`src/pewp_pkg.sv`:
```
// shared constants and command codes for the parallel eeprom page write host
package pewp_pkg;

  // ******************************
  // clock and bus geometry
  // ******************************
  localparam int unsigned CLK_PERIOD_NS = 25;    // clk_sys at 40 mhz
  localparam int unsigned ADDR_W        = 13;    // address lines
  localparam int unsigned DATA_W        = 8;     // data lines
  localparam int unsigned PAGE_LSB      = 6;     // lowest page_select_bits position
  localparam int unsigned POLL_BIT      = 7;     // poll_status_line position
  localparam int unsigned ALT_BIT       = 6;     // alternating_status_line position
  localparam int unsigned SYNC_STAGES   = 2;     // flops on the data input path

  // ******************************
  // pin timing, ns and cycles
  // ******************************
  localparam int unsigned WP_NS      = 100;      // least write pulse width
  localparam int unsigned WPH_NS     = 50;       // least pulse high and address hold
  localparam int unsigned ACC_NS     = 120;      // longest access delay, slowest grade
  localparam int unsigned OEHP_NS    = 150;      // least gate high between status reads
  localparam logic [3:0]  WP_CYC     = 4'((WP_NS + CLK_PERIOD_NS - 1) / CLK_PERIOD_NS);
  localparam logic [3:0]  HOLD_CYC   = 4'((WPH_NS + CLK_PERIOD_NS - 1) / CLK_PERIOD_NS);
  localparam logic [3:0]  SAMPLE_CYC = 4'((ACC_NS + CLK_PERIOD_NS - 1) / CLK_PERIOD_NS
                                          + SYNC_STAGES);
  localparam logic [3:0]  OEHP_CYC   = 4'((OEHP_NS + CLK_PERIOD_NS - 1) / CLK_PERIOD_NS);

  // ******************************
  // long timer defaults
  // ******************************
  localparam int unsigned BLC_US        = 150;   // byte_load_window, longest
  localparam int unsigned WC_MS         = 10;    // program_cycle_time, longest
  localparam int unsigned BLC_CYC_DEF   = BLC_US * 1000 / CLK_PERIOD_NS;
  localparam int unsigned WC_CYC_DEF    = WC_MS * 1000000 / CLK_PERIOD_NS;
  localparam int unsigned BLC_GUARD_CYC = 8;     // margin for a byte taken at the limit

  // ******************************
  // protect sequence lengths
  // ******************************
  localparam logic [2:0] PROT_ON_LEN  = 3'd3;
  localparam logic [2:0] PROT_OFF_LEN = 3'd6;

  // ******************************
  // user commands
  // ******************************
  typedef enum logic [2:0] {
    PEWP_OP_READ,
    PEWP_OP_WRITE,
    PEWP_OP_PROT_ON,
    PEWP_OP_PROT_OFF,
    PEWP_OP_ERASE
  } pewp_op_t;

endpackage : pewp_pkg

```
`src/pewp_host.sv`:
```
// host controller driving a byte-wide parallel eeprom through its pins
//
// Overview of operation
// - writes drive data only with gate high
// - page bits stay fixed during a load
// - gate held high across every write pulse
// - next byte issued inside the load window
// - one to sixty-four bytes follow a sequence; none follow a protect sequence sent with cmd_last high
// - page fixed after unlock bytes
// - each status read is a fresh gate pulse
// - no assumed level of the alternating line
// - status reads reuse one fixed address
// - commands are 8-bit data, 13-bit address
module pewp_host #(
  parameter int unsigned BLC_CYC       = pewp_pkg::BLC_CYC_DEF,  // load window cycles
  parameter int unsigned WC_CYC        = pewp_pkg::WC_CYC_DEF,   // program timeout cycles
  parameter int unsigned TMR_W         = 19,                     // long timer width
  parameter logic [38:0] PROT_ON_ADDR  = '0,                     // three 13-bit addresses
  parameter logic [23:0] PROT_ON_DATA  = '0,                     // three command bytes
  parameter logic [77:0] PROT_OFF_ADDR = '0,                     // six 13-bit addresses
  parameter logic [47:0] PROT_OFF_DATA = '0                      // six command bytes
) (
  input  wire logic              clk_sys,          // system clock
  input  wire logic              reset,            // async reset, active high
  input  wire logic              clk_en,           // freezes all state while low
  input  wire logic              cmd_valid,        // command offered
  output logic                   cmd_ready,        // command taken when both high
  input  wire pewp_pkg::pewp_op_t cmd_op,          // command kind
  input  wire logic [12:0]       cmd_addr,         // byte address
  input  wire logic [7:0]        cmd_wdata,        // write byte
  input  wire logic              cmd_last,         // ends the page load
  input  wire logic              cmd_unlock,       // prefix a write with the unlock bytes
  input  wire logic              poll_toggle,      // 1 toggle polling, 0 data polling once a user byte is written (protect sequences with no user byte always toggle)
  output logic                   rsp_valid,        // one-cycle answer pulse
  output logic [7:0]             rsp_rdata,        // read byte or last status sample
  output logic                   rsp_err,          // program cycle timed out
  output logic                   busy,             // controller not idle
  output logic                   mem_ce_n,         // chip select, active low
  output logic                   mem_oe_n,         // output gate, active low
  output logic                   mem_we_n,         // write strobe, active low
  output logic                   mem_erase_hv_en,  // raise gate to elevated_erase_level
  output logic [12:0]            mem_addr,         // address pins
  output logic [7:0]             mem_dq_o,         // data pins, driven value
  output logic                   mem_dq_oe,        // data pins driven when high
  input  wire logic [7:0]        mem_dq_i          // data pins, sensed value
);
  import pewp_pkg::*;

  // ******************************
  // state and storage
  // ******************************
  typedef enum {
    ST_IDLE, ST_DISPATCH, ST_RD_ACT, ST_RD_REC, ST_WR_PULSE, ST_WR_HOLD,
    ST_LOAD_GAP, ST_LOAD_CLOSE, ST_POLL_ACT, ST_POLL_REC, ST_ER_PULSE
  } pewp_state_t;

  pewp_state_t state_q, state_d;
  pewp_op_t    op_q, op_d;
  logic [3:0]  cnt_q, cnt_d;
  logic [12:0] addr_q, addr_d, last_addr_q, last_addr_d, mem_addr_d;
  logic [7:0]  wdata_q, wdata_d, last_data_q, last_data_d, mem_dq_o_d;
  logic [7:0]  dq_s1_q, dq_s2_q, rsp_rdata_d;
  logic [6:0]  page_q, page_d;
  logic [2:0]  seq_idx_q, seq_idx_d;
  logic        last_q, last_d, unlock_q, unlock_d, pend_q, pend_d;
  logic        seq_act_q, seq_act_d, seq_off_q, seq_off_d, data_pend_q, data_pend_d;
  logic        page_set_q, page_set_d, user_data_q, user_data_d;
  logic        have_prev_q, have_prev_d, prev_poll_q, prev_poll_d, prev_alt_q, prev_alt_d;
  logic        cmd_ready_d, rsp_valid_d, rsp_err_d, busy_d;
  logic        ce_n_d, oe_n_d, we_n_d, hv_d, dq_oe_d;
  logic        take, launch, gap_load, wait_load, gap_exp, wait_exp;
  logic        poll_ok, use_toggle;
  logic [20:0] seq_word;
  logic [7:0]  smp;

  // address and data of one protect sequence entry
  function automatic logic [20:0] seq_entry(input logic off, input logic [2:0] idx);
    if (off) begin
      seq_entry = {PROT_OFF_ADDR[idx*13 +: 13], PROT_OFF_DATA[idx*8 +: 8]};
    end else begin
      seq_entry = {PROT_ON_ADDR[idx*13 +: 13], PROT_ON_DATA[idx*8 +: 8]};
    end
  endfunction : seq_entry

  // ******************************
  // load window and program timers
  // ******************************
  pewp_timer #(.WIDTH(TMR_W)) u_gap_tmr (
    .clk_sys  (clk_sys),
    .reset    (reset),
    .clk_en   (clk_en),
    .load     (gap_load),
    .load_val (TMR_W'(BLC_CYC - BLC_GUARD_CYC)),
    .expired  (gap_exp)
  );

  pewp_timer #(.WIDTH(TMR_W)) u_wait_tmr (
    .clk_sys  (clk_sys),
    .reset    (reset),
    .clk_en   (clk_en),
    .load     (wait_load),
    .load_val (TMR_W'(WC_CYC)),
    .expired  (wait_exp)
  );

  // ******************************
  // sequencer next state
  // ******************************
  always_comb begin
    state_d = state_q;   op_d = op_q;           cnt_d = cnt_q;
    addr_d = addr_q;     wdata_d = wdata_q;     last_d = last_q;
    unlock_d = unlock_q; pend_d = pend_q;       page_d = page_q;
    seq_idx_d = seq_idx_q; seq_act_d = seq_act_q; seq_off_d = seq_off_q;
    data_pend_d = data_pend_q; page_set_d = page_set_q; user_data_d = user_data_q;
    last_addr_d = last_addr_q; last_data_d = last_data_q;
    have_prev_d = have_prev_q; prev_poll_d = prev_poll_q; prev_alt_d = prev_alt_q;
    mem_addr_d = mem_addr;  mem_dq_o_d = mem_dq_o;  rsp_rdata_d = rsp_rdata;
    rsp_valid_d = 1'b0;  rsp_err_d = rsp_err;
    take = 1'b0; launch = 1'b0; gap_load = 1'b0; wait_load = 1'b0;
    smp = dq_s2_q;
    use_toggle = poll_toggle || !user_data_q;   // sequence bytes are never stored
    seq_word = '0;
    poll_ok = 1'b0;
    unique case (state_q)
      ST_IDLE: begin
        if (pend_q) begin
          pend_d = 1'b0;
          state_d = ST_DISPATCH;
        end else if (cmd_valid && cmd_ready) begin
          take = 1'b1;
          state_d = ST_DISPATCH;
        end
      end
      ST_DISPATCH: begin
        page_set_d = 1'b0;
        user_data_d = 1'b0;
        unique case (op_q)
          PEWP_OP_READ: begin
            state_d = ST_RD_ACT;
            cnt_d = SAMPLE_CYC;
            mem_addr_d = addr_q;
          end
          PEWP_OP_WRITE: begin
            launch = 1'b1;
            data_pend_d = 1'b1;
            seq_act_d = unlock_q;
            seq_off_d = 1'b0;
            seq_idx_d = '0;
          end
          PEWP_OP_PROT_ON, PEWP_OP_PROT_OFF: begin
            launch = 1'b1;
            data_pend_d = 1'b0;
            seq_act_d = 1'b1;
            seq_off_d = (op_q == PEWP_OP_PROT_OFF);
            seq_idx_d = '0;
          end
          PEWP_OP_ERASE: begin
            state_d = ST_ER_PULSE;
            wait_load = 1'b1;
          end
        endcase
      end
      ST_RD_ACT: begin
        if (cnt_q == '0) begin
          rsp_rdata_d = smp;
          rsp_valid_d = 1'b1;
          rsp_err_d = 1'b0;
          state_d = ST_RD_REC;
          cnt_d = OEHP_CYC;
        end else begin
          cnt_d = cnt_q - 4'h1;
        end
      end
      ST_RD_REC: begin
        if (cnt_q == '0) begin
          state_d = ST_IDLE;
        end else begin
          cnt_d = cnt_q - 4'h1;
        end
      end
      ST_WR_PULSE: begin
        if (cnt_q == '0) begin
          state_d = ST_WR_HOLD;
          cnt_d = HOLD_CYC;
        end else begin
          cnt_d = cnt_q - 4'h1;
        end
      end
      ST_WR_HOLD: begin
        if (cnt_q != '0) begin
          cnt_d = cnt_q - 4'h1;
        end else if (seq_act_q && seq_idx_q != (seq_off_q ? PROT_OFF_LEN : PROT_ON_LEN) - 3'd1)
        begin
          seq_idx_d = seq_idx_q + 3'd1;
          launch = 1'b1;
        end else if (seq_act_q && data_pend_q) begin
          seq_act_d = 1'b0;
          launch = 1'b1;
        end else begin
          seq_act_d = 1'b0;
          gap_load = 1'b1;
          state_d = last_q ? ST_LOAD_CLOSE : ST_LOAD_GAP;
        end
      end
      ST_LOAD_GAP: begin
        if (cmd_valid && cmd_ready) begin
          take = 1'b1;
          if (cmd_op == PEWP_OP_WRITE && (!page_set_q || cmd_addr[12:6] == page_q)) begin
            launch = 1'b1;
          end else begin
            pend_d = 1'b1;
            state_d = ST_LOAD_CLOSE;
          end
        end else if (gap_exp) begin
          state_d = ST_LOAD_CLOSE;
        end
      end
      ST_LOAD_CLOSE: begin
        if (gap_exp) begin
          wait_load = 1'b1;
          have_prev_d = 1'b0;
          state_d = ST_POLL_ACT;
          cnt_d = SAMPLE_CYC;
          mem_addr_d = last_addr_q;
        end
      end
      ST_POLL_ACT: begin
        if (cnt_q != '0) begin
          cnt_d = cnt_q - 4'h1;
        end else begin
          if (use_toggle) begin
            poll_ok = have_prev_q && (smp[ALT_BIT] == prev_alt_q);
          end else begin
            poll_ok = have_prev_q && (smp[POLL_BIT] == last_data_q[POLL_BIT])
                      && (prev_poll_q == last_data_q[POLL_BIT]);
          end
          have_prev_d = 1'b1;
          prev_alt_d = smp[ALT_BIT];
          prev_poll_d = smp[POLL_BIT];
          cnt_d = OEHP_CYC;
          if (poll_ok || wait_exp) begin
            rsp_valid_d = 1'b1;
            rsp_rdata_d = smp;
            rsp_err_d = !poll_ok;
            state_d = ST_RD_REC;
          end else begin
            state_d = ST_POLL_REC;
          end
        end
      end
      ST_POLL_REC: begin
        if (cnt_q == '0) begin
          state_d = ST_POLL_ACT;
          cnt_d = SAMPLE_CYC;
        end else begin
          cnt_d = cnt_q - 4'h1;
        end
      end
      ST_ER_PULSE: begin
        if (wait_exp) begin
          rsp_valid_d = 1'b1;
          rsp_err_d = 1'b0;
          state_d = ST_RD_REC;
          cnt_d = HOLD_CYC;
        end
      end
    endcase
    // latch an accepted command
    if (take) begin
      op_d = cmd_op;
      addr_d = cmd_addr;
      wdata_d = cmd_wdata;
      last_d = cmd_last;
      unlock_d = cmd_unlock;
    end
    // start one write pulse from the sequence table or the user byte
    if (launch) begin
      state_d = ST_WR_PULSE;
      cnt_d = WP_CYC;
      if (seq_act_d) begin
        seq_word = seq_entry(seq_off_d, seq_idx_d);
        mem_addr_d = seq_word[20:8];
        mem_dq_o_d = seq_word[7:0];
      end else begin
        mem_addr_d = addr_d;
        mem_dq_o_d = wdata_d;
        data_pend_d = 1'b0;
        last_addr_d = addr_d;
        last_data_d = wdata_d;
        user_data_d = 1'b1;
        page_set_d = 1'b1;
        page_d = addr_d[12:6];
      end
    end
    // pin levels for the coming state
    ce_n_d = !(state_d inside {ST_RD_ACT, ST_WR_PULSE, ST_POLL_ACT, ST_ER_PULSE});
    oe_n_d = !(state_d inside {ST_RD_ACT, ST_POLL_ACT});
    we_n_d = !(state_d inside {ST_WR_PULSE, ST_ER_PULSE});
    hv_d = (state_d == ST_ER_PULSE);
    dq_oe_d = (state_d inside {ST_WR_PULSE, ST_WR_HOLD});
    cmd_ready_d = (state_d == ST_IDLE && !pend_d) || state_d == ST_LOAD_GAP;
    busy_d = (state_d != ST_IDLE) || pend_d;
  end

  // ******************************
  // registers and data synchroniser
  // ******************************
  always_ff @(posedge clk_sys or posedge reset) begin
    if (reset) begin
      state_q <= ST_IDLE;   op_q <= PEWP_OP_READ;  cnt_q <= '0;
      addr_q <= '0;  wdata_q <= '0;  last_q <= 1'b0;  unlock_q <= 1'b0;  pend_q <= 1'b0;
      page_q <= '0;  seq_idx_q <= '0;  seq_act_q <= 1'b0;  seq_off_q <= 1'b0;
      data_pend_q <= 1'b0;  page_set_q <= 1'b0;  user_data_q <= 1'b0;
      last_addr_q <= '0;  last_data_q <= '0;
      have_prev_q <= 1'b0;  prev_poll_q <= 1'b0;  prev_alt_q <= 1'b0;
      dq_s1_q <= '0;  dq_s2_q <= '0;
      cmd_ready <= 1'b0;  rsp_valid <= 1'b0;  rsp_rdata <= '0;  rsp_err <= 1'b0;
      busy <= 1'b0;  mem_ce_n <= 1'b1;  mem_oe_n <= 1'b1;  mem_we_n <= 1'b1;
      mem_erase_hv_en <= 1'b0;  mem_addr <= '0;  mem_dq_o <= '0;  mem_dq_oe <= 1'b0;
    end else if (clk_en) begin
      state_q <= state_d;   op_q <= op_d;  cnt_q <= cnt_d;
      addr_q <= addr_d;  wdata_q <= wdata_d;  last_q <= last_d;  unlock_q <= unlock_d;
      pend_q <= pend_d;  page_q <= page_d;  seq_idx_q <= seq_idx_d;
      seq_act_q <= seq_act_d;  seq_off_q <= seq_off_d;  data_pend_q <= data_pend_d;
      page_set_q <= page_set_d;  user_data_q <= user_data_d;
      last_addr_q <= last_addr_d;  last_data_q <= last_data_d;
      have_prev_q <= have_prev_d;  prev_poll_q <= prev_poll_d;  prev_alt_q <= prev_alt_d;
      dq_s1_q <= mem_dq_i;
      dq_s2_q <= dq_s1_q;
      cmd_ready <= cmd_ready_d;  rsp_valid <= rsp_valid_d;  rsp_rdata <= rsp_rdata_d;
      rsp_err <= rsp_err_d;  busy <= busy_d;
      mem_ce_n <= ce_n_d;  mem_oe_n <= oe_n_d;  mem_we_n <= we_n_d;
      mem_erase_hv_en <= hv_d;  mem_addr <= mem_addr_d;  mem_dq_o <= mem_dq_o_d;
      mem_dq_oe <= dq_oe_d;
    end
  end

endmodule : pewp_host

```
`src/pewp_timer.sv`:
```
// down counter that flags expiry of a loaded cycle count
module pewp_timer #(
  parameter int unsigned WIDTH = 19
) (
  input  wire logic             clk_sys,   // system clock
  input  wire logic             reset,     // async reset, active high
  input  wire logic             clk_en,    // freezes the count while low
  input  wire logic             load,      // restart with load_val
  input  wire logic [WIDTH-1:0] load_val,  // cycles until expiry
  output logic                  expired    // count has reached zero
);

  logic [WIDTH-1:0] cnt_q;
  logic [WIDTH-1:0] cnt_d;

  // next count: load wins, otherwise run down to zero and stay
  always_comb begin
    cnt_d = cnt_q;
    if (load) begin
      cnt_d = load_val;
    end else if (cnt_q != '0) begin
      cnt_d = cnt_q - {{(WIDTH-1){1'b0}}, 1'b1};
    end
  end

  // count register
  always_ff @(posedge clk_sys or posedge reset) begin
    if (reset) begin
      cnt_q <= '0;
    end else if (clk_en) begin
      cnt_q <= cnt_d;
    end
  end

  assign expired = (cnt_q == '0);

endmodule : pewp_timer
```
`config.mk`:
```
export PLATFORM = sky130hd
export DESIGN_NAME = pewp_host
export DESIGN_NICKNAME = d
export VERILOG_FILES = /design/src/pewp_pkg.sv /design/src/pewp_host.sv /design/src/pewp_timer.sv
export SDC_FILE = /design/constraint.sdc
export NUM_CORES = 1
export LEC_CHECK = 0
export BUFFER_PORTS_ARGS = -buffer_cell sky130_fd_sc_hd__buf_2
export CAP_MARGIN = 30
export CORE_MARGIN = 2
export CORE_UTILIZATION = 45
export CTS_BUF_LIST = sky130_fd_sc_hd__clkbuf_4
export CTS_CLUSTER_DIAMETER = 30
export DETAILED_ROUTE_END_ITERATION = 7
export PLACE_DENSITY = 0.72
export SLEW_MARGIN = 10
export SYNTH_ARGS = -nofsm -noshare
export SYNTH_HDL_FRONTEND = slang
export SYNTH_SLANG_ARGS = --single-unit
export TNS_END_PERCENT = 5
```
`constraint.sdc`:
```
create_clock -name clk_sys -period 7.2 [get_ports clk_sys]
set_input_delay 2.16 -clock clk_sys [delete_from_list [all_inputs] [get_ports clk_sys]]
set_output_delay 2.16 -clock clk_sys [all_outputs]
set_load 0.05 [all_outputs]
```
After elaboration in Yosys (flattened, before gate mapping)
Index checks and enable logic that the tools add are counted.

Bits in registers: 194. Input port bits: 39. Output and inout bits: 38. Logic and storage cells: 244.

Add/sub/neg operators: 5. Multipliers: 1. Equality and inequality tests: 37. Shifts and indexed selects: 4. Mux-type cells: 105. Bitwise operators: 2. Reductions and logical operators: 54.

Operator list (count): two-way mux 32 bit (16); one-hot mux 32 bit (11 select lines) (1); == test 32 x 3 -> 1 bit, second input constant (6); == test 32 x 4 -> 1 bit, second input constant (6); == test 32 x 2 -> 1 bit, second input constant (3); variable part select 78 x 8 -> 13 bit, first input constant (1); two-way mux 19 bit (4); two-way mux 13 bit (5); zero test 32 bit (2); one-hot mux 32 bit (2 select lines) (1); variable part select 48 x 7 -> 8 bit, first input constant (1); two-way mux 4 bit (11); two-way mux 1 bit (42); two-way mux 8 bit (5); variable part select 39 x 8 -> 13 bit, first input constant (1); zero test 19 bit (2); nonzero test 19 bit (2); subtractor 19 x 1 -> 19 bit, second input constant (2); one-hot mux 4 bit (9 select lines) (1); == test 32 x 1 -> 1 bit, second input constant (1); == test 32 x 5 -> 1 bit, second input constant (1); nonzero test 32 bit (1); one-hot mux 13 bit (2 select lines) (1); variable part select 24 x 7 -> 8 bit, first input constant (1); 37 further kinds (91).

Logic depth before layout (Yosys ltp)
Gate-level depths: netlist of the first run.

Word-level depth: 14. Gate-level depth with buffers: 13. Depth with buffers taken out: 10.

By module
A second synthesis of the first run with hierarchy kept.

Cell total of the unflattened synthesis: 1013. Area total of the unflattened synthesis: 10161.0 µm².

By module, submodules not included: pewp_host (instances 1, cells an instance 675, area each 7230.7 µm², sequential area each 3557.2 µm²); pewp_timer (instances 2, cells an instance 169, area each 1465.2 µm², sequential area each 475.5 µm²).

Least setup slack after synthesis of the first run
No wires, ideal clock.

Kind: input-to-reg. Start point: input cmd_addr[11]. End point: register mem_ce_n. Setup time: 0.077 ns. Arrival time: 4.021 ns. Required time: 7.123 ns. Slack: 3.101 ns. Stages on the path: 8. Buffers on the path: 1. Cells stage by stage: xor2_1 o41ai_1 nand2_1 o21ai_2 clkbuf_8 a211oi_4 or4b_1 a31oi_1.

Longest elaborated chain between the ends: 10. Elaborated cells on any way between the ends: 16. Classes of those cells: eq/ne: 5; mux: 7; reduce/logical: 4.

RTL lines: from (decl) (RTL line pewp_host.sv:29) `input wire logic [12:0] cmd_addr,`; == test 7 bit * (RTL line pewp_host.sv:208) `if (cmd_op == PEWP_OP_WRITE && (!page_set_q || cmd_addr[12:6] == page_q)) begin`; logical OR 1 bit * (RTL line pewp_host.sv:208); logical AND 1 bit * (RTL line pewp_host.sv:208); two-way mux 32 bit or two-way mux 1 bit (tied branches) (RTL line pewp_host.sv:208); two-way mux 32 bit or two-way mux 1 bit (tied branches) (RTL line pewp_host.sv:206) `if (cmd_valid && cmd_ready) begin`; one-hot mux 32 bit (11 select lines) or one-hot mux 1 bit (3 select lines) (tied branches) (RTL line pewp_host.sv:124) `unique case (state_q)`; two-way mux 32 bit * (RTL line pewp_host.sv:277) `if (launch) begin`; == test 32 x 2 -> 1 bit, or another cell as far along (RTL line pewp_host.sv:296) `ce_n_d = !(state_d inside {ST_RD_ACT, ST_WR_PULSE, ST_POLL_ACT, ST_ER_PULSE});`; nonzero test 4 bit * (RTL line pewp_host.sv:296); zero test 1 bit * (RTL line pewp_host.sv:296); to (signal assigned) (RTL line pewp_host.sv:332) `mem_ce_n <= ce_n_d; mem_oe_n <= oe_n_d; mem_we_n <= we_n_d;`; to (decl) (RTL line pewp_host.sv:38) `output logic mem_ce_n,`.

Mark *: on every way between the ends. The rest lies on a longest branch, timed or not. A chain may end at the register's enable or synchronous reset.

Worst setup path after layout of the first run
Start point: input cmd_addr[12]. End point: register mem_ce_n.

The elaborated chain is that of the path after synthesis.

==> results of run 1 <==
-- worst max-delay path: stages --
cell and delay [ns]:
buf_2 0.12, xnor2_1 0.22, nand4_1 0.11, o41ai_1 0.66, nand2_1 0.25, o21ai_2 0.87
a211oi_4 0.14, or4b_1 0.55, a31oi_1 0.18
-- synth_stat cells (15+ instances only) --
cell type  count
dfrtp_1      177
nor2_1        64
nand2_1       63
mux2_2        51
o21ai_0       46
mux2i_1       39
nor2b_1       31
a21oi_1       28
clkbuf_1      25
xnor2_1       23
nor3_1        22
nand3_1       19
nor4_1        19
inv_1         18
xor2_1        16
o211ai_1      15
-- worst max path at each step --
stage / slack [ns] / to / start
5_1_grt: 2.40 / mem_ce_n$_DFFE_PP1P_ / cmd_addr[12]
3_5_place_dp: 1.95 / mem_ce_n$_DFFE_PP1P_ / cmd_addr[12]
2_1_floorplan: 0.16 / async pin / reset
4_1_cts: 2.56 / mem_ce_n$_DFFE_PP1P_ / cmd_addr[12]
3_3_place_gp: 1.99 / mem_ce_n$_DFFE_PP1P_ / cmd_addr[12]
6_report: 2.42 / mem_ce_n$_DFFE_PP1P_ / cmd_addr[12]
-- sequential cells by signal, summed over array words and instances, names as in the netlist, 3 cells and up, named ones only --
name              count
dq_s2_q               8
op_q                  3
last_addr_q          13
mem_addr             13
state_q              32
addr_q               13
mem_dq_o              8
u_gap_tmr.cnt_q      19
dq_s1_q               8
cnt_q                 4
wdata_q               8
rsp_rdata             8
u_wait_tmr.cnt_q     19
-- metrics by stage --
step / power [mW] / setup WS (ns) / area [um2] / cells
floorplan: 2.433 / 0.1580 / 9180 / 868
global placement: 2.664 / 1.992 / 9744 / 1179
detailed placement: 2.701 / 1.954 / 9771 / 1181
CTS: 3.236 / 2.561 / 10020 / 1211
global route: 3.445 / 2.403 / 10070 / 1214
finish: 3.224 / 2.421 / 10070 / 1214
-- metal layers --
| metal | global-route usage | routed length, um | up-vias |
|---|---|---|---|
| met5 | 0 | 0 | - |
| met4 | 0.05485 | 291 | 0 |
| met3 | 0.03789 | 1009 | 20 |
| met2 | 0.2974 | 9391 | 178 |
| met1 | 0.2698 | 9256 | 3293 |
| li1 | - | - | 3273 |
-- final cells by class --
class,count,area [um2]
Multi-Input combinational cell,626,4382
Clock inverter,13,123.9
Tap cell,270,337.8
Sequential cell,180,4508
Clock buffer,17,127.6
Fill cell,1836,10040
Antenna cell,1,2.502
Inverter,19,76.32
Timing Repair Buffer,88,509.2
-- power breakdown --
part | leakage, nW | internal [mW] | total (mW) | switching [mW]
registers | 2.33 | 1.26 | 1.50 | 0.245
clock network | 0.139 | 0.174 | 0.533 | 0.359
logic | 2.07 | 0.462 | 1.19 | 0.726
-- kinds of logic (layout without fill, tap and decap cells) --
group,Yosys count,after routing,share of synthesized area
buffers and inverters,62,137,0.03230
muxes,92,92,0.1075
AOI/OAI and AO/OA,172,172,0.1318
and+or+nand+nor,318,318,0.1933
adders and majority gates,5,5,0.006815
DFF,180,180,0.4911
xor gates and xnor gates,39,39,0.03721
other,0,1,0
==> out/qor.csv, run 1 <==
metric,value,unit
track_usage,0.1899,
layout_commonest_cell,dfrtp_1,
clk_latency,0.57,ns
synthToLayoutAreaGrowth,9.664,%
avgSynthCellArea,10.58,um2
via_per_inst,5.572,
grt_start_max_net_pins,104,
synthTopCellsByArea,"dfrtp_1 48%, mux2_2 6.3%, mux2i_1 4.3%",
finClkSkew,0.02388,ns
tns,0,ns
row_count,52,
async_flop_share,1.000,
fin_util,0.5007,
synthFlopType,dfrtp_1,
dr.pass1.iters,5,
yosysSeqAreaShare,0.4911,
clockBufferDepth,2,
wl_per_cell,16.43,um
hold_buffers,0,
path_clk_slew,0.15,ns
endpoint_kind,register,
r2r_cells,10,
yosys.cell_types.count,90,
synth_top_area_frac,0.4825,
netlist_area,0.009180,mm2
max_slew_margin,0.3188,
gp_congestion,0.9207,
fp.dieW,146.8,um
drt-total-wl,19950,um
grt_pass1_wl,33360,um
design.core.area,0.02010,mm2
cts_tree,built,
pin_count,77,
synth_fp_nets,912,
ys_ff_latch,180,
ant_nets,0,
outcome,"finished, final reports clean",
ys_warn_count,0,
global_route.overflow_total,0,
r2r_end,mem_addr[8]$_DFFE_PP0P_,
hold_class,register to register,
nets,976,
fmax,209.3,MHz
antenna_found_initial,1,
fin_crit_sh,0.6637,
initial_utilization,0.4566,
whs,0.4969,ns
min_to,last_addr_q[4]$_DFFE_PP0P_,
vias,6764,
drive_gt1_frac,0.2386,
hold_depth,2,
r2r-start,u_gap_tmr.cnt_q[0]$_DFFE_PP0P_,
worstSetupStartpointType,input port,
crit_path_max_fanout,20,
yosysTopAreaCell,dfrtp_1,
setup_viol,0,
maxCapViolations,0,
path_class,input port to register,
dieArea,0.02156,mm2
drtIter0Drc,376,
rsz0062_at_grt,no,
worstMarginPinSlew,1.022,ns
finalHoldViolations,0,
mostFrequentLayoutCells,"177 x dfrtp_1, 76 x buf_2, 64 x nor2_1",
power_density,320.2,mW/mm2
clkSinkCount,180,
p_leak,4.533,nW
finalCriticalPeriod,4.779,ns
ctsResizeCount,0,
cp.required,7.70,ns
syn_inst,868,
synth_edf_count,0,
htreeDepth,4,
fp.dieH,146.8,um
worstPathArrival,5.28,ns
port_buffers,76,
vdd_drop_max,0.1396,mV
min_from,last_addr_q[4]$_DFFE_PP0P_,
grt_pass1_vias,6437,
post-cts-setup-buffers,0,
r2r_slack,3.67,ns
cts-root-buf,clkbuf_4,
slew_violations,0,
drc,0,
cts_buffers,17,
dp_hpwl,13830,um
Note: power is estimated with default switching activity, not from simulation.
==> inputs of run 2 (changes only) <==
Settings changed: PLACE_DENSITY 0.72 to 0.7.
Clock period 7.2 ns to 4.6 ns, I/O delays scaled along.
==> out/qor.csv, run 2 (synthesis results as in run 1) <==
metric,value,unit
worstMarginPinSlew,0.9554,ns
dp_hpwl,13770,um
tns,0,ns
crit_start,state_q[25]$_DFFE_PP0P_,
p_leak,4.545,nW
finalHoldViolations,0,
initial_utilization,0.4566,
grt_pass1_wl,33400,um
htreeDepth,4,
slew_violations,0,
clkSinkCount,180,
antenna_found_initial,1,
fin_crit_sh,0.7858,
drc,0,
dp_cells,1182,
crit_path_max_incr_delay,0.76,ns
pin_count,77,
nets,976,
worstPathCellList,nor4_1 -> nand4_1 -> nor2_1 -> o2111ai_1 -> o21ai_1 -> a211oi_4 -> or4b_1 -> a31oi_1,
r2r_cells,8,
maxCapViolations,0,
path_clk_slew,0.16,ns
worstPathArrival,4.11,ns
power_density,512.3,mW/mm2
fp.dieW,146.8,um
wl_per_cell,16.47,um
hold_class,register to register,
hold_buffers,0,
clockBufferDepth,2,
largest_registers,"state_q: 32 flops, u_gap_tmr.cnt_q: 19 flops, u_wait_tmr.cnt_q: 19 flops",
max_slew_margin,0.3630,
post-cts-setup-buffers,0,
clk_latency,0.57,ns
finalCriticalPeriod,3.615,ns
slowest_stage,nor2_1,
largest_reg_flops,32,
r2r_end,mem_ce_n$_DFFE_PP1P_,
cts_buffers,17,
dr.pass1.iters,5,
layout_commonest_cell,dfrtp_1,
design.core.area,0.02010,mm2
vdd_drop_max,0.2525,mV
via_per_inst,5.616,
fmax,276.6,MHz
setup_viol,0,
r2r-start,state_q[25]$_DFFE_PP0P_,
ant_nets,0,
fp.dieH,146.8,um
grt_pass1_vias,6581,
cts_tree,built,
worstSetupStartpointType,register,
mostFrequentLayoutCells,"177 x dfrtp_1, 76 x buf_2, 64 x nor2_1",
r2r_slack,0.99,ns
cp.required,5.09,ns
endpoint,mem_ce_n$_DFFE_PP1P_,
final-instance-count-excl-fill,1216,
drive_gt1_frac,0.2413,
drtIter0Drc,549,
crit_path_max_fanout,10,
regMostFlops,state_q,
dieArea,0.02156,mm2
path_class,register to register,
row_count,52,
endpoint_kind,register,
finClkSkew,0.02639,ns
track_usage,0.1908,
gp_congestion,0.9911,
global_route.overflow_total,0,
synthToLayoutAreaGrowth,10.13,%
vias,6829,
drt-total-wl,20030,um
cts-root-buf,clkbuf_4,
rsz0062_at_grt,no,
outcome,"finished, final reports clean",
fillCellCount,1838,
grt_start_max_net_pins,181,
port_buffers,76,
ctsResizeCount,0,
==> run 2: area by class of cell <==
cell class	count	area, um2	share of cell area
Antenna cell	1	2.502	0.0002475
Clock buffer	17	127.6	0.01262
Clock inverter	15	190.2	0.01881
Inverter	19	75.07	0.007426
Multi-Input combinational cell	626	4382	0.4334
Sequential cell	180	4508	0.4459
Tap cell	270	337.8	0.03342
Timing Repair Buffer	88	486.7	0.04814
==> run 2: critical path: cells and delay by family (launching register included) <==
kind | cells | cell delay (ns)
AND/OR/NAND/NOR | 4 | 2.16
AO/OA/AOI/OAI | 4 | 0.97
flip-flops | 1 | 0.40
==> run 2: where the power goes <==
| part | internal, mW | switching, mW |
|---|---|---|
| sequential | 1.97 | 0.392 |
| combinational | 0.720 | 1.14 |
| clock | 0.349 | 0.608 |
| total | 3.04 | 2.14 |
==> run 2: worst min path at each step <==
stage / start / end / slack (ns) / cells after the start
finish: user_data_q$_DFFE_PP0P_ / user_data_q$_DFFE_PP0P_ / 0.50 / 2
global route: mem_addr[9]$_DFFE_PP0P_ / mem_addr[9]$_DFFE_PP0P_ / 0.53 / 1
CTS: last_addr_q[3]$_DFFE_PP0P_ / last_addr_q[3]$_DFFE_PP0P_ / 0.51 / 2
detailed placement: mem_dq_o[1]$_DFFE_PP0P_ / mem_dq_o[1]$_DFFE_PP0P_ / 0.47 / 2
global placement: mem_dq_o[4]$_DFFE_PP0P_ / mem_dq_o[4]$_DFFE_PP0P_ / 0.46 / 2
floorplan: user_data_q$_DFFE_PP0P_ / user_data_q$_DFFE_PP0P_ / 0.44 / 2
==> run 2: through the flow <==
stage                     cell area, um2  power, mW  hold slack (ns)  setup slack, ns    util
after floorplan                     9184      3.808           0.4384           0.9139       -
after global placement              9778      4.195           0.4592           0.6863  0.4864
after detailed placement            9778      4.234           0.4720           0.6157  0.4864
after CTS                          10100      5.198           0.5065           0.9483  0.5022
after global routing               10110      5.512           0.5268           0.8317  0.5029
final                              10110      5.179           0.5000           0.9852  0.5029
==> run 2: per-layer routing <==
metal,part of all wire,GRT usage,vias up
li1,-,-,3269
met1,0.46,0.2618,3330
met2,0.46,0.3028,194
met3,0.051,0.03882,36
met4,0.027,0.06796,0
met5,0,0,-
==> inputs of run 3 (changes only) <==
Settings changed: ABC_AREA from default to 1.
Clock period 4.6 ns to 3.4 ns, I/O delays scaled along.
==> out/qor.csv, run 3 <==
metric,value,unit
fp.dieH,150.8,um
seqCellArea,0.004508,mm2
yosysSeqAreaShare,0.4651,
setup_viol,0,
crit_path_max_fanout,22,
worstPathCellList,nor2_1 -> nand2_1 -> nor2_4 -> nand3_1 -> nor2_2 -> nor2_2 -> clkinv_1 -> o311ai_1 -> o21ai_1 -> inv_2 -> nor2_4 -> inv_2 -> nor2_4 -> o21ai_0,
synthFlopType,dfrtp_1,
fin_crit_sh,0.8641,
ys_ff_latch,180,
synthTopCellsByArea,"dfrtp_1 46%, nand2_1 12%, inv_1 5.5%",
ant_nets,0,
crit_path_max_incr_delay,0.44,ns
yosysMostFrequentCell,nand2_1,
ctsResizeCount,0,
synth_edf_count,0,
nets,1356,
htreeDepth,4,
worstPathArrival,3.39,ns
avgSynthCellArea,7.816,um2
outcome,"finished, final reports clean",
antenna_found_initial,1,
p_comb_frac,0.447,
synthToLayoutAreaGrowth,10.21,%
dieArea,0.02273,mm2
clockBufferDepth,2,
cts_buffers,17,
cpMostUsedCell,nor2_4,
cellInternalPower,4.258,mW
global_route.overflow_total,0,
vdd_drop_max,0.5520,mV
worstMarginPinSlew,0.7670,ns
synth_fp_nets,1284,
finalHoldViolations,0,
fmax,340.4,MHz
via_per_inst,5.256,
regMostFlops,state_q,
power_density,752.1,mW/mm2
tns,0,ns
fillCellCount,2024,
design.core.area,0.02109,mm2
gp_congestion,0.9270,
post-cts-setup-buffers,0,
hold_class,register to register,
p_sw,3.775,mW
wl_per_cell,14.36,um
clk_latency,0.60,ns
fp.dieW,150.8,um
slowest_stage,dfrtp_1,
yosysTopAreaCell,dfrtp_1,
final-instance-count-excl-fill,1602,
dp_hpwl,16610,um
drt-total-wl,23000,um
netlist_area,0.009692,mm2
path_class,register to register,
multi_input_area,0.004359,mm2
drc,0,
endpoint_kind,register,
p_seq_frac,0.393,
finClkSkew,0.03685,ns
initial_utilization,0.4596,
max_slew_margin,0.4876,
grt_pass1_wl,38820,um
layout_commonest_cell,nand2_1,
row_count,53,
hold_buffers,0,
grt_start_max_net_pins,52,
vias,8420,
netlist_top_cells_count,"308 x nand2_1, 177 x dfrtp_1, 141 x inv_1, 130 x nor2_1, 89 x o21ai_0",
drtIter0Drc,618,
cts-root-buf,clkbuf_4,
pin_count,77,
grt_pass1_vias,7957,
ys_warn_count,0,
track_usage,0.2148,
mostFrequentLayoutCells,"308 x nand2_1, 177 x dfrtp_1, 140 x inv_1",
dr.pass1.iters,7,
cts_tree,built,
synth_top_area_frac,0.4570,
path_clk_slew,0.17,ns
rsz0062_at_grt,no,
clockPowerShare,0.159,
p_leak,5.286,nW
async_flop_share,1.000,
dp_cells,1568,
worstSetupStartpointType,register,
syn_inst,1240,
slew_violations,0,
maxCapViolations,0,
largest_registers,"state_q: 32 flops, u_gap_tmr.cnt_q: 19 flops, u_wait_tmr.cnt_q: 19 flops",
clkSinkCount,180,
largest_reg_flops,32,
cp.required,3.85,ns
finalCriticalPeriod,2.938,ns
drive_gt1_frac,0.1562,
swShare,0.4699,
yosys.cell_types.count,60,
port_buffers,76,
-- run 3: cell count changes after synthesis, moves of 16 or more --
cell     previous run  this run
nor2_1             64       130
xnor2_1            23         6
o21ai_1             2        18
nor4_1             19         2
nand2_1            63       308
nor2b_1            31         0
mux2i_1            39         0
mux2_2             51         3
inv_1              18       141
nand3_1            19        63
o21ai_0            46        89
-- run 3: final timing paths --
kind	startpoint	to	slack, ns	depth (start not counted)
max in group asynchronous	reset	u_gap_tmr.cnt_q[4]$_DFFE_PP0P_	2.14	3
min in group asynchronous	reset	dq_s1_q[4]$_DFFE_PP0P_	0.53	2
setup / recovery	state_q[9]$_DFFE_PP0P_	last_addr_q[7]$_DFFE_PP0P_	0.46	14
hold reg to reg	u_wait_tmr.cnt_q[4]$_DFFE_PP0P_	u_wait_tmr.cnt_q[4]$_DFFE_PP0P_	0.47	1
setup reg to reg	state_q[9]$_DFFE_PP0P_	last_addr_q[7]$_DFFE_PP0P_	0.46	14
hold / removal	u_wait_tmr.cnt_q[4]$_DFFE_PP0P_	u_wait_tmr.cnt_q[4]$_DFFE_PP0P_	0.47	1
-- run 3: per-layer routing --
metal	track usage	vias up	part of all wire
li1	-	4207	-
met1	0.2960	3945	0.46
met2	0.3414	243	0.46
met3	0.05545	25	0.065
met4	0.05047	0	0.013
met5	0	-	0
-- run 3: final cells by class --
cell class              instances  area share
repair buffers                 95     0.05248
well taps                     275     0.03221
flip-flops and latches        180      0.4220
multi-input cells             857      0.4081
inverters                     161     0.05716
clock buffers                  19     0.01335
diodes                          2   0.0004685
clock inverters                13     0.01417
-- run 3: cell families after synthesis --
group	synth area share
AOI/OAI and AO/OA	0.1491
xor gates and xnor gates	0.01175
adders and majority gates	0.006455
buffers and inverters	0.08508
DFF	0.4651
muxes	0.003485
and+or+nand+nor	0.2790
-- run 3: stage by stage --
stage / setup WS, ns / util / power, mW / cell area (um2) / hold WS, ns
2_1_floorplan: 0.07386 / - / 5.902 / 9696 / 0.4331
3_3_place_gp: 0.5456 / 0.4923 / 6.708 / 10380 / 0.4543
3_5_place_dp: 0.5184 / 0.4923 / 6.779 / 10380 / 0.4542
4_1_cts: 0.4983 / 0.5063 / 8.058 / 10680 / 0.4747
5_1_grt: 0.2169 / 0.5065 / 8.656 / 10680 / 0.5017
6_report: 0.4621 / 0.5065 / 8.033 / 10680 / 0.4713
-- run 3: power by group through the flow --
stage / sequential (mW) / combinational (mW) / clock (mW)
finish: 3.16 / 3.59 / 1.28
global route: 3.25 / 4.01 / 1.40
CTS: 3.16 / 3.59 / 1.31
detailed placement: 3.19 / 3.59 / 0
global placement: 3.18 / 3.52 / 0
floorplan: 3.69 / 2.21 / 0
-- run 3: worst max-delay path: cells and delay by family, from the launching register on --
family / cells / cell delay [ns]
AO/OA/AOI/OAI: 3 / 0.46
flip-flops: 1 / 0.44
AND/OR/NAND/NOR: 8 / 1.64
buffers and inverters: 3 / 0.25
